`src/shared/csc_map.vh`:
```
/*
 Register map, reset values and timing constants of the commutation
 search check block. Assumes a 32-bit AXI4-Lite bus and a 100 MHz clock.
*/
`ifndef CSC_MAP_VH
`define CSC_MAP_VH

`define CSC_OFS_CMD        8'h00
`define CSC_OFS_CHECK_SEL  8'h04
`define CSC_OFS_PERSIST    8'h08
`define CSC_OFS_SPEED_THR  8'h0C
`define CSC_OFS_STATUS     8'h10
`define CSC_OFS_IRQ_STAT   8'h14
`define CSC_OFS_IRQ_MASK   8'h18

`define CSC_CMD_ARM_BIT    0
`define CSC_CMD_CANCEL_BIT 1

`define CSC_RST_CHECK_SEL  2'h1
`define CSC_RST_PERSIST    16'h0064
`define CSC_RST_SPEED_THR  32'h00000000
`define CSC_RST_IRQ_MASK   3'h0

`define CSC_IRQ_DONE_BIT   0
`define CSC_IRQ_ACT_BIT    1
`define CSC_IRQ_PAS_BIT    2

`define CSC_PERSIST_MAX    16'h2710
`define CSC_PASSIVE_REVS   4'hA

`define CSC_CLK_PERIOD_NS  10
`define CSC_MS_NS          1000000
`define CSC_MS_CYCLES      (`CSC_MS_NS / `CSC_CLK_PERIOD_NS)

`endif

```
`src/verilog/csc_persist.v`:
```
/*
 Persistence timer: raises expired once cond has held without a break
 for persist_ms milliseconds, and never while persist_ms is zero.
 Assumes a one-cycle-per-clock cond input from logic on the same clock.
*/
`include "csc_map.vh"

module csc_persist #(
   parameter MS_CYCLES = `CSC_MS_CYCLES
) (
   input  wire        clk,
   input  wire        rst,
   input  wire        cond,
   input  wire [15:0] persist_ms,
   output reg         expired
);

   reg  [31:0] tick_reg;
   reg  [15:0] ms_reg;
   wire        ms_tick;

   assign ms_tick = (tick_reg == MS_CYCLES - 1);

   always @(posedge clk) begin
      if (rst) begin
         tick_reg <= 32'h00000000;
         ms_reg   <= 16'h0000;
         expired  <= 1'b0;
      end else if (!cond || persist_ms == 16'h0000) begin
         // any break in the condition restarts the wait from zero
         tick_reg <= 32'h00000000;
         ms_reg   <= 16'h0000;
         expired  <= 1'b0;
      end else begin
         tick_reg <= ms_tick ? 32'h00000000 : tick_reg + 32'h00000001;
         if (ms_tick && ms_reg != persist_ms)
            ms_reg <= ms_reg + 16'h0001;
         expired <= (ms_reg == persist_ms);
      end
   end

endmodule

```
`src/verilog/csc_top.v`:
```
/*
 Commutation search check: arming, sequencing and post-search checks,
 with an AXI4-Lite register slave and a level interrupt. Assumes the
 search engine, torque move and feedback run on clk; drive_enable is a pin.
*/
`include "csc_map.vh"

module csc_top #(
   parameter MS_CYCLES = `CSC_MS_CYCLES,
   parameter TW        = 16
) (
   input  wire          clk,
   input  wire          rst,
   input  wire [7:0]    s_axi_awaddr,
   input  wire          s_axi_awvalid,
   output reg           s_axi_awready,
   input  wire [31:0]   s_axi_wdata,
   input  wire [3:0]    s_axi_wstrb,
   input  wire          s_axi_wvalid,
   output reg           s_axi_wready,
   output reg  [1:0]    s_axi_bresp,
   output reg           s_axi_bvalid,
   input  wire          s_axi_bready,
   input  wire [7:0]    s_axi_araddr,
   input  wire          s_axi_arvalid,
   output reg           s_axi_arready,
   output reg  [31:0]   s_axi_rdata,
   output reg  [1:0]    s_axi_rresp,
   output reg           s_axi_rvalid,
   input  wire          s_axi_rready,
   input  wire          drive_enable,
   input  wire          search_done,
   input  wire          move_done,
   input  wire          move_dir_ok,
   input  wire          rev_pulse,
   input  wire [TW-1:0] torque_cmd,
   input  wire [TW-1:0] accel_meas,
   input  wire [31:0]   velocity,
   output reg           search_start,
   output reg           torque_move,
   output reg           check_fault,
   output reg  [2:0]    search_state_value,
   output reg           irq
);

   localparam ST_IDLE    = 3'd0;
   localparam ST_ARMED   = 3'd1;
   localparam ST_SEARCH  = 3'd2;
   localparam ST_ACTIVE  = 3'd3;
   localparam ST_PASSIVE = 3'd4;

   function [31:0] strb_merge;
      input [31:0] old;
      input [31:0] data;
      input [3:0]  strb;
      integer      i;
      begin
         strb_merge = old;
         for (i = 0; i < 4; i = i + 1)
            if (strb[i])
               strb_merge[i*8 +: 8] = data[i*8 +: 8];
      end
   endfunction

   function mapped;
      input [7:0] a;
      begin
         mapped = (a == `CSC_OFS_CMD) || (a == `CSC_OFS_CHECK_SEL) ||
                  (a == `CSC_OFS_PERSIST) || (a == `CSC_OFS_SPEED_THR) ||
                  (a == `CSC_OFS_STATUS) || (a == `CSC_OFS_IRQ_STAT) ||
                  (a == `CSC_OFS_IRQ_MASK);
      end
   endfunction

   // drive enable pin synchroniser
   reg         en_s1_reg;
   reg         en_s2_reg;
   reg         en_s3_reg;
   reg         en_reg;
   reg         en_prev_reg;
   wire        en_rise;

   always @(posedge clk) begin
      if (rst) begin
         en_s1_reg   <= 1'b0;
         en_s2_reg   <= 1'b0;
         en_s3_reg   <= 1'b0;
         en_reg      <= 1'b0;
         en_prev_reg <= 1'b0;
      end else begin
         en_s1_reg   <= drive_enable;
         en_s2_reg   <= en_s1_reg;
         en_s3_reg   <= en_s2_reg;
         if (en_s2_reg == en_s3_reg)
            en_reg <= en_s3_reg;
         en_prev_reg <= en_reg;
      end
   end

   assign en_rise = en_reg && !en_prev_reg;

   // AXI4-Lite slave
   reg         aw_hold_reg;
   reg         w_hold_reg;
   reg  [7:0]  awaddr_reg;
   reg  [31:0] wdata_reg;
   reg  [3:0]  wstrb_reg;
   wire        wr_fire;

   assign wr_fire = aw_hold_reg && w_hold_reg && !s_axi_bvalid;

   always @(posedge clk) begin
      if (rst) begin
         aw_hold_reg   <= 1'b0;
         w_hold_reg    <= 1'b0;
         awaddr_reg    <= 8'h00;
         wdata_reg     <= 32'h00000000;
         wstrb_reg     <= 4'h0;
         s_axi_awready <= 1'b1;
         s_axi_wready  <= 1'b1;
         s_axi_bvalid  <= 1'b0;
         s_axi_bresp   <= 2'h0;
      end else begin
         if (s_axi_awvalid && s_axi_awready) begin
            aw_hold_reg   <= 1'b1;
            awaddr_reg    <= s_axi_awaddr;
            s_axi_awready <= 1'b0;
         end
         if (s_axi_wvalid && s_axi_wready) begin
            w_hold_reg   <= 1'b1;
            wdata_reg    <= s_axi_wdata;
            wstrb_reg    <= s_axi_wstrb;
            s_axi_wready <= 1'b0;
         end
         if (wr_fire) begin
            aw_hold_reg  <= 1'b0;
            w_hold_reg   <= 1'b0;
            s_axi_bvalid <= 1'b1;
            s_axi_bresp  <= mapped(awaddr_reg) ? 2'h0 : 2'h2;
         end
         if (s_axi_bvalid && s_axi_bready) begin
            s_axi_bvalid  <= 1'b0;
            s_axi_awready <= 1'b1;
            s_axi_wready  <= 1'b1;
         end
      end
   end

   // registers
   reg  [1:0]  check_select;
   reg  [15:0] check_persist_time;
   reg  [31:0] check_speed_threshold;
   reg  [2:0]  irq_stat_reg;
   reg  [2:0]  irq_mask_reg;
   reg  [2:0]  irq_set;
   reg         arm_pend_reg;
   wire        wr_cmd;
   wire        arm_search_command;
   wire        cancel_search_command;
   wire [31:0] sel_new;
   wire [31:0] per_new;
   wire [31:0] stat_clr;

   assign wr_cmd   = wr_fire && (awaddr_reg == `CSC_OFS_CMD) && wstrb_reg[0];
   assign arm_search_command    = wr_cmd && wdata_reg[`CSC_CMD_ARM_BIT];
   assign cancel_search_command = wr_cmd && wdata_reg[`CSC_CMD_CANCEL_BIT];
   assign sel_new  = strb_merge({30'h0, check_select}, wdata_reg, wstrb_reg);
   assign per_new  = strb_merge({16'h0, check_persist_time}, wdata_reg, wstrb_reg);
   assign stat_clr = strb_merge(32'h0, wdata_reg, wstrb_reg);

   always @(posedge clk) begin
      if (rst) begin
         check_select          <= `CSC_RST_CHECK_SEL;
         check_persist_time    <= `CSC_RST_PERSIST;
         check_speed_threshold <= `CSC_RST_SPEED_THR;
         irq_mask_reg          <= `CSC_RST_IRQ_MASK;
         irq_stat_reg          <= 3'h0;
         irq                   <= 1'b0;
      end else begin
         if (wr_fire) begin
            // out-of-range selections are ignored to keep a valid mode
            if (awaddr_reg == `CSC_OFS_CHECK_SEL && sel_new[1:0] != 2'h3)
               check_select <= sel_new[1:0];
            if (awaddr_reg == `CSC_OFS_PERSIST && per_new[15:0] <= `CSC_PERSIST_MAX)
               check_persist_time <= per_new[15:0];
            if (awaddr_reg == `CSC_OFS_SPEED_THR)
               check_speed_threshold <= strb_merge(check_speed_threshold,
                                                   wdata_reg, wstrb_reg);
            if (awaddr_reg == `CSC_OFS_IRQ_MASK)
               irq_mask_reg <= stat_clr[2:0];
         end
         // a new event wins over a clear in the same cycle
         irq_stat_reg <= (irq_stat_reg &
                          ~((wr_fire && awaddr_reg == `CSC_OFS_IRQ_STAT) ?
                            stat_clr[2:0] : 3'h0)) | irq_set;
         irq <= |(irq_stat_reg & irq_mask_reg);
      end
   end

   always @(posedge clk) begin
      if (rst) begin
         s_axi_arready <= 1'b1;
         s_axi_rvalid  <= 1'b0;
         s_axi_rdata   <= 32'h00000000;
         s_axi_rresp   <= 2'h0;
      end else if (s_axi_arvalid && s_axi_arready) begin
         s_axi_arready <= 1'b0;
         s_axi_rvalid  <= 1'b1;
         s_axi_rresp   <= mapped(s_axi_araddr) ? 2'h0 : 2'h2;
         case (s_axi_araddr)
            `CSC_OFS_CHECK_SEL: s_axi_rdata <= {30'h0, check_select};
            `CSC_OFS_PERSIST:   s_axi_rdata <= {16'h0, check_persist_time};
            `CSC_OFS_SPEED_THR: s_axi_rdata <= check_speed_threshold;
            `CSC_OFS_STATUS:    s_axi_rdata <= {26'h0, check_fault, en_reg,
                                                arm_pend_reg, search_state_value};
            `CSC_OFS_IRQ_STAT:  s_axi_rdata <= {29'h0, irq_stat_reg};
            `CSC_OFS_IRQ_MASK:  s_axi_rdata <= {29'h0, irq_mask_reg};
            default:            s_axi_rdata <= 32'h00000000;
         endcase
      end else if (s_axi_rvalid && s_axi_rready) begin
         s_axi_rvalid  <= 1'b0;
         s_axi_arready <= 1'b1;
      end
   end

   // passive monitoring
   wire [31:0] speed_abs;
   wire        speed_ok;
   wire        opposed;
   wire        mon_cond;
   wire        persist_hit;

   assign speed_abs = velocity[31] ? (32'h0 - velocity) : velocity;
   assign speed_ok  = $signed(speed_abs) > $signed(check_speed_threshold);
   // a sustained load disturbance also opposes torque and is reported too
   assign opposed   = (torque_cmd[TW-1] != accel_meas[TW-1]) &&
                      (|torque_cmd) && (|accel_meas);
   assign mon_cond  = (search_state_value == ST_PASSIVE) && speed_ok && opposed;

   csc_persist #(
      .MS_CYCLES (MS_CYCLES)
   ) u_persist (
      .clk        (clk),
      .rst        (rst),
      .cond       (mon_cond),
      .persist_ms (check_persist_time),
      .expired    (persist_hit)
   );

   // sequencer
   reg  [3:0]  rev_cnt_reg;

   always @(posedge clk) begin
      if (rst) begin
         search_state_value <= ST_IDLE;
         arm_pend_reg       <= 1'b0;
         search_start       <= 1'b0;
         torque_move        <= 1'b0;
         check_fault        <= 1'b0;
         rev_cnt_reg        <= 4'h0;
         irq_set            <= 3'h0;
      end else begin
         search_start <= 1'b0;
         irq_set      <= 3'h0;
         if (cancel_search_command) begin
            arm_pend_reg       <= 1'b0;
            torque_move        <= 1'b0;
            search_state_value <= ST_IDLE;
         end else begin
            if (arm_search_command) begin
               arm_pend_reg <= 1'b1;
               check_fault  <= 1'b0;
               if (search_state_value == ST_IDLE && !en_reg)
                  search_state_value <= ST_ARMED;
            end
            case (search_state_value)
               ST_IDLE, ST_ARMED: begin
                  if (en_rise && arm_pend_reg) begin
                     arm_pend_reg       <= 1'b0;
                     search_start       <= 1'b1;
                     search_state_value <= ST_SEARCH;
                  end
               end
               ST_SEARCH: begin
                  if (!en_reg) begin
                     search_state_value <= ST_IDLE;
                  end else if (search_done) begin
                     rev_cnt_reg <= 4'h0;
                     case (check_select)
                        2'h1: begin
                           torque_move        <= 1'b1;
                           search_state_value <= ST_ACTIVE;
                        end
                        2'h2:    search_state_value <= ST_PASSIVE;
                        default: begin
                           irq_set[`CSC_IRQ_DONE_BIT] <= 1'b1;
                           search_state_value <= ST_IDLE;
                        end
                     endcase
                  end
               end
               ST_ACTIVE: begin
                  if (!en_reg) begin
                     torque_move        <= 1'b0;
                     search_state_value <= ST_IDLE;
                  end else if (move_done) begin
                     torque_move <= 1'b0;
                     if (!move_dir_ok) begin
                        check_fault               <= 1'b1;
                        irq_set[`CSC_IRQ_ACT_BIT] <= 1'b1;
                     end else begin
                        irq_set[`CSC_IRQ_DONE_BIT] <= 1'b1;
                     end
                     search_state_value <= ST_IDLE;
                  end
               end
               ST_PASSIVE: begin
                  if (persist_hit) begin
                     check_fault               <= 1'b1;
                     irq_set[`CSC_IRQ_PAS_BIT] <= 1'b1;
                     search_state_value        <= ST_IDLE;
                  end else if (!en_reg) begin
                     search_state_value <= ST_IDLE;
                  end else if (rev_pulse) begin
                     if (rev_cnt_reg == `CSC_PASSIVE_REVS - 4'h1) begin
                        irq_set[`CSC_IRQ_DONE_BIT] <= 1'b1;
                        search_state_value <= ST_IDLE;
                     end
                     rev_cnt_reg <= rev_cnt_reg + 4'h1;
                  end
               end
               default: search_state_value <= ST_IDLE;
            endcase
         end
      end
   end

endmodule
```
`config.mk`:
```
export PLATFORM = sky130hd
export DESIGN_NAME = csc_top
export DESIGN_NICKNAME = d
export VERILOG_FILES = /design/src/verilog/csc_persist.v /design/src/verilog/csc_top.v
export VERILOG_INCLUDE_DIRS = /design/src /design/src/shared
export SDC_FILE = /design/constraint.sdc
export NUM_CORES = 1
export LEC_CHECK = 0
export ABC_AREA = 1
export BUFFER_PORTS_ARGS = -buffer_cell sky130_fd_sc_hd__buf_2
export CAP_MARGIN = 0
export CORE_MARGIN = 5
export CORE_UTILIZATION = 25
export DETAILED_ROUTE_END_ITERATION = 6
export PLACE_DENSITY = 0.53
export SLEW_MARGIN = 30
export SYNTH_ARGS = -nofsm -noshare
export SYNTH_HDL_FRONTEND = slang
export SYNTH_SLANG_ARGS = --single-unit
```
`constraint.sdc`:
```
create_clock -name clk -period 3.9 [get_ports clk]
set_input_delay 0.195 -clock clk [delete_from_list [all_inputs] [get_ports clk]]
set_output_delay 0.195 -clock clk [all_outputs]
set_load 0.03 [all_outputs]
```
==> impl_metrics.ini <==
[worst_setup_path]
end_kind = register
r2r_cells = 7
cp_max_fo = 32
crit_chain = buf_2 -> inv_1 -> ha_1 -> inv_1 -> nor3_2 -> nand3_1 -> nor2_1 -> nand4_1 -> o21ai_1 -> nand2_1 -> xor2_1 -> ha_1 -> nand2_1 -> nor2_1 -> nand2_1 -> nor2_1 -> inv_1 -> nor2_1 -> nor2_4 -> nand4_4 -> buf_12 -> nor2_1
required_ns = 4.30
rr_startpoint = awaddr_reg[7]
r2r_setup_slack_ns = 1.24
reg2reg_to = irq_set[1]
worstPathArrival_ns = 3.34
slowest_delay_ns = 0.30
crit_slowest_cell = o21ai_1
start_kind = input pin
path_class = in2reg
crit_path_frequent_cell = nor2_1

[synthesis]
synthTopCellsByArea = dfxtp_1, nand2_1, inv_1, a21oi_1, nor2_1
synth_flop_cell = dfxtp_1
synth-seq-cells = 210
seq_area_frac_synth = 0.375
yosys.area.top_type_share = 0.375
ys_types = 48
synthArstFlopShare = 0
postSynthAreaPerCell_um2 = 7.14
synthesis.area_um2 = 11200
yosysTopAreaCell = dfxtp_1
yosys_warnings = 0
synth_edf_count = 0
syn_inst = 1572

[clock_tree]
postCtsSetupBuffers = 0
clk_path_buf_depth = 3
cts.sinks = 210
cts_tree = built
cts_made_buffers = 24
post_cts_resized = 0
hold_buffers = 43
root_buffer = clkbuf_16
worstSkewPairLatency_ns = 0.53
htreeDepth = 1
clk_pin_slew_ns = 0.06

[placement]
dpl-instance-area_um2 = 12600
place_congestion = 0.881
portBuffers = 173
dpl.cell_count = 2295
dp.final_hpwl_um = 27000

[floorplanning]
die_height_um = 222
die_x_um = 222
start_util = 0.253
rows = 77
coreArea_um2 = 44300
io_pins = 176
dieArea_um2 = 49200

[power_and_ir_drop]
leakage_uw = 0.00552
cellPowerDensity_nw_per_um2 = 366
finalPower_uw = 5070
ir_drop_uv = 245

[cells_and_area]
n_fill_cell = 4845
drive_gt1_frac = 0.162
nNetsFinal = 1939
area_growth_pct = 23.5
fin_cells = 2381
design_area_um2 = 13900
post-route-util = 0.313
num_antenna_cells = 0

[routing]
routed_wl_um = 35400
vias = 10800
drcViolationCount = 0
ant_nets = 0
avgViaCountPerCell = 4.52
first_pass_iters = 5
routedWlPerCell_um = 14.8
drt_iter0_drc = 739

[timing]
fin_tns_setup_ns = 0
setup_viol = 0
whs_ns = -0.00139
max_freq_mhz = 341
rsz0062_at_grt = no
fin_crit_sh = 0.753
period_needed_ns = 2.94
worst-slew-pin-transition_ns = 0.850
hold_violations = 1
drv_slew = 0
fin_skew_ns = 0.0108
slew_headroom = 0.429

[status]
status = finished, violations left
violations = negative hold slack

[global_routing]
grt_max_degree = 53
track_usage = 0.139
grt_pass1_vias = 10400
grt_pass1_wl_um = 56600
grt-ovfl-total = 0
antenna_found_initial = 0

[hold_path]
worstHoldStart = s_axi_awaddr[5]
min_path_type = in2reg
min_to = awaddr_reg[5]
hold_path_depth = 3

[job]
drv_cap = 0
-- stage by stage --
step / hold slack [ns] / worst slack, ns
floorplan: 0.286 / 1.07
global placement: 0.410 / 0.479
detailed placement: 0.415 / 0.411
CTS: 0.000927 / 0.951
global route: 0.0383 / 0.499
finish: -0.00139 / 0.964
-- cell usage after synthesis, types with 6 or more instances --
| cell | instances |
|---|---|
| a211oi_1 | 12 |
| clkbuf_1 | 34 |
| nor3_1 | 43 |
| o21ai_0 | 128 |
| nor2_4 | 13 |
| inv_1 | 208 |
| nor2_2 | 30 |
| a21oi_1 | 139 |
| nor4_1 | 8 |
| nor2_1 | 176 |
| nand3_1 | 68 |
| o22ai_1 | 10 |
| nand2_1 | 263 |
| dfxtp_1 | 210 |
| nand4_1 | 35 |
| buf_4 | 6 |
| xnor2_1 | 22 |
| ha_1 | 39 |
| xor2_1 | 59 |
-- per-layer routing --
metal	wire, um	vias to the layer above	track usage	share of wire
met2	15300	264	0.212	0.43
met1	17200	4895	0.201	0.49
met4	921	0	0.0362	0.026
li1	-	5534	-	-
met5	0	-	0	0
met3	1930	61	0.0244	0.055
-- report_power, final --
group	switching [uW]	total (uW)	leakage, uW	internal, uW
Sequential	41.6	2250	0.00171	2210
Clock	921	2260	0.000383	1340
Combinational	351	563	0.00343	212
Total	1310	5070	0.00552	3760
-- worst max-delay path: cells and delay by family --
family | cells | cell delay [ns]
xor+xnor | 1 | 0.17
simple gates | 13 | 1.64
compound gates | 1 | 0.30
fa+ha+maj | 2 | 0.43
buf+inv | 5 | 0.57
-- logic make-up after synthesis --
| group | Yosys count | share of synthesized area |
|---|---|---|
| xor+xnor | 81 | 0.0632 |
| fa+ha+maj | 39 | 0.0435 |
| simple gates | 663 | 0.274 |
| other cells | 1 | 0.000334 |
| flops | 210 | 0.375 |
| compound gates | 313 | 0.148 |
| buf+inv | 265 | 0.0956 |
-- worst max path at each step --
stage	slack (ns)	start	cells past startpoint	to
global placement	0.48	velocity[0]	24	u_persist.tick_reg[1]
global route	0.50	velocity[0]	25	u_persist.tick_reg[1]
floorplan	1.07	velocity[0]	21	u_persist.tick_reg[5]
detailed placement	0.41	velocity[0]	24	u_persist.tick_reg[1]
finish	0.96	velocity[0]	22	u_persist.tick_reg[1]
CTS	0.95	velocity[0]	22	u_persist.tick_reg[1]
-- final cells by class --
type | instances | area (um2) | area share
clock buffers | 37 | 721 | 0.0520
multi-input cells | 1098 | 5950 | 0.429
repair buffers | 227 | 1390 | 0.100
well taps | 592 | 741 | 0.0534
flip-flops and latches | 210 | 4200 | 0.303
inverters | 211 | 792 | 0.0572
clock inverters | 6 | 61.3 | 0.00442
-- placed cells by master (no fill, tap or decap), types with 30 or more instances in the layout --
| cell | n |
|---|---|
| nand3_1 | 68 |
| o21ai_0 | 128 |
| nor2_1 | 176 |
| xor2_1 | 59 |
| nor2_2 | 30 |
| ha_1 | 39 |
| inv_1 | 207 |
| nor3_1 | 43 |
| nand2_1 | 263 |
| dlygate4sd3_1 | 43 |
| a21oi_1 | 139 |
| buf_2 | 173 |
| nand4_1 | 35 |
| dfxtp_1 | 210 |
Power figures use the tool's default switching activity.
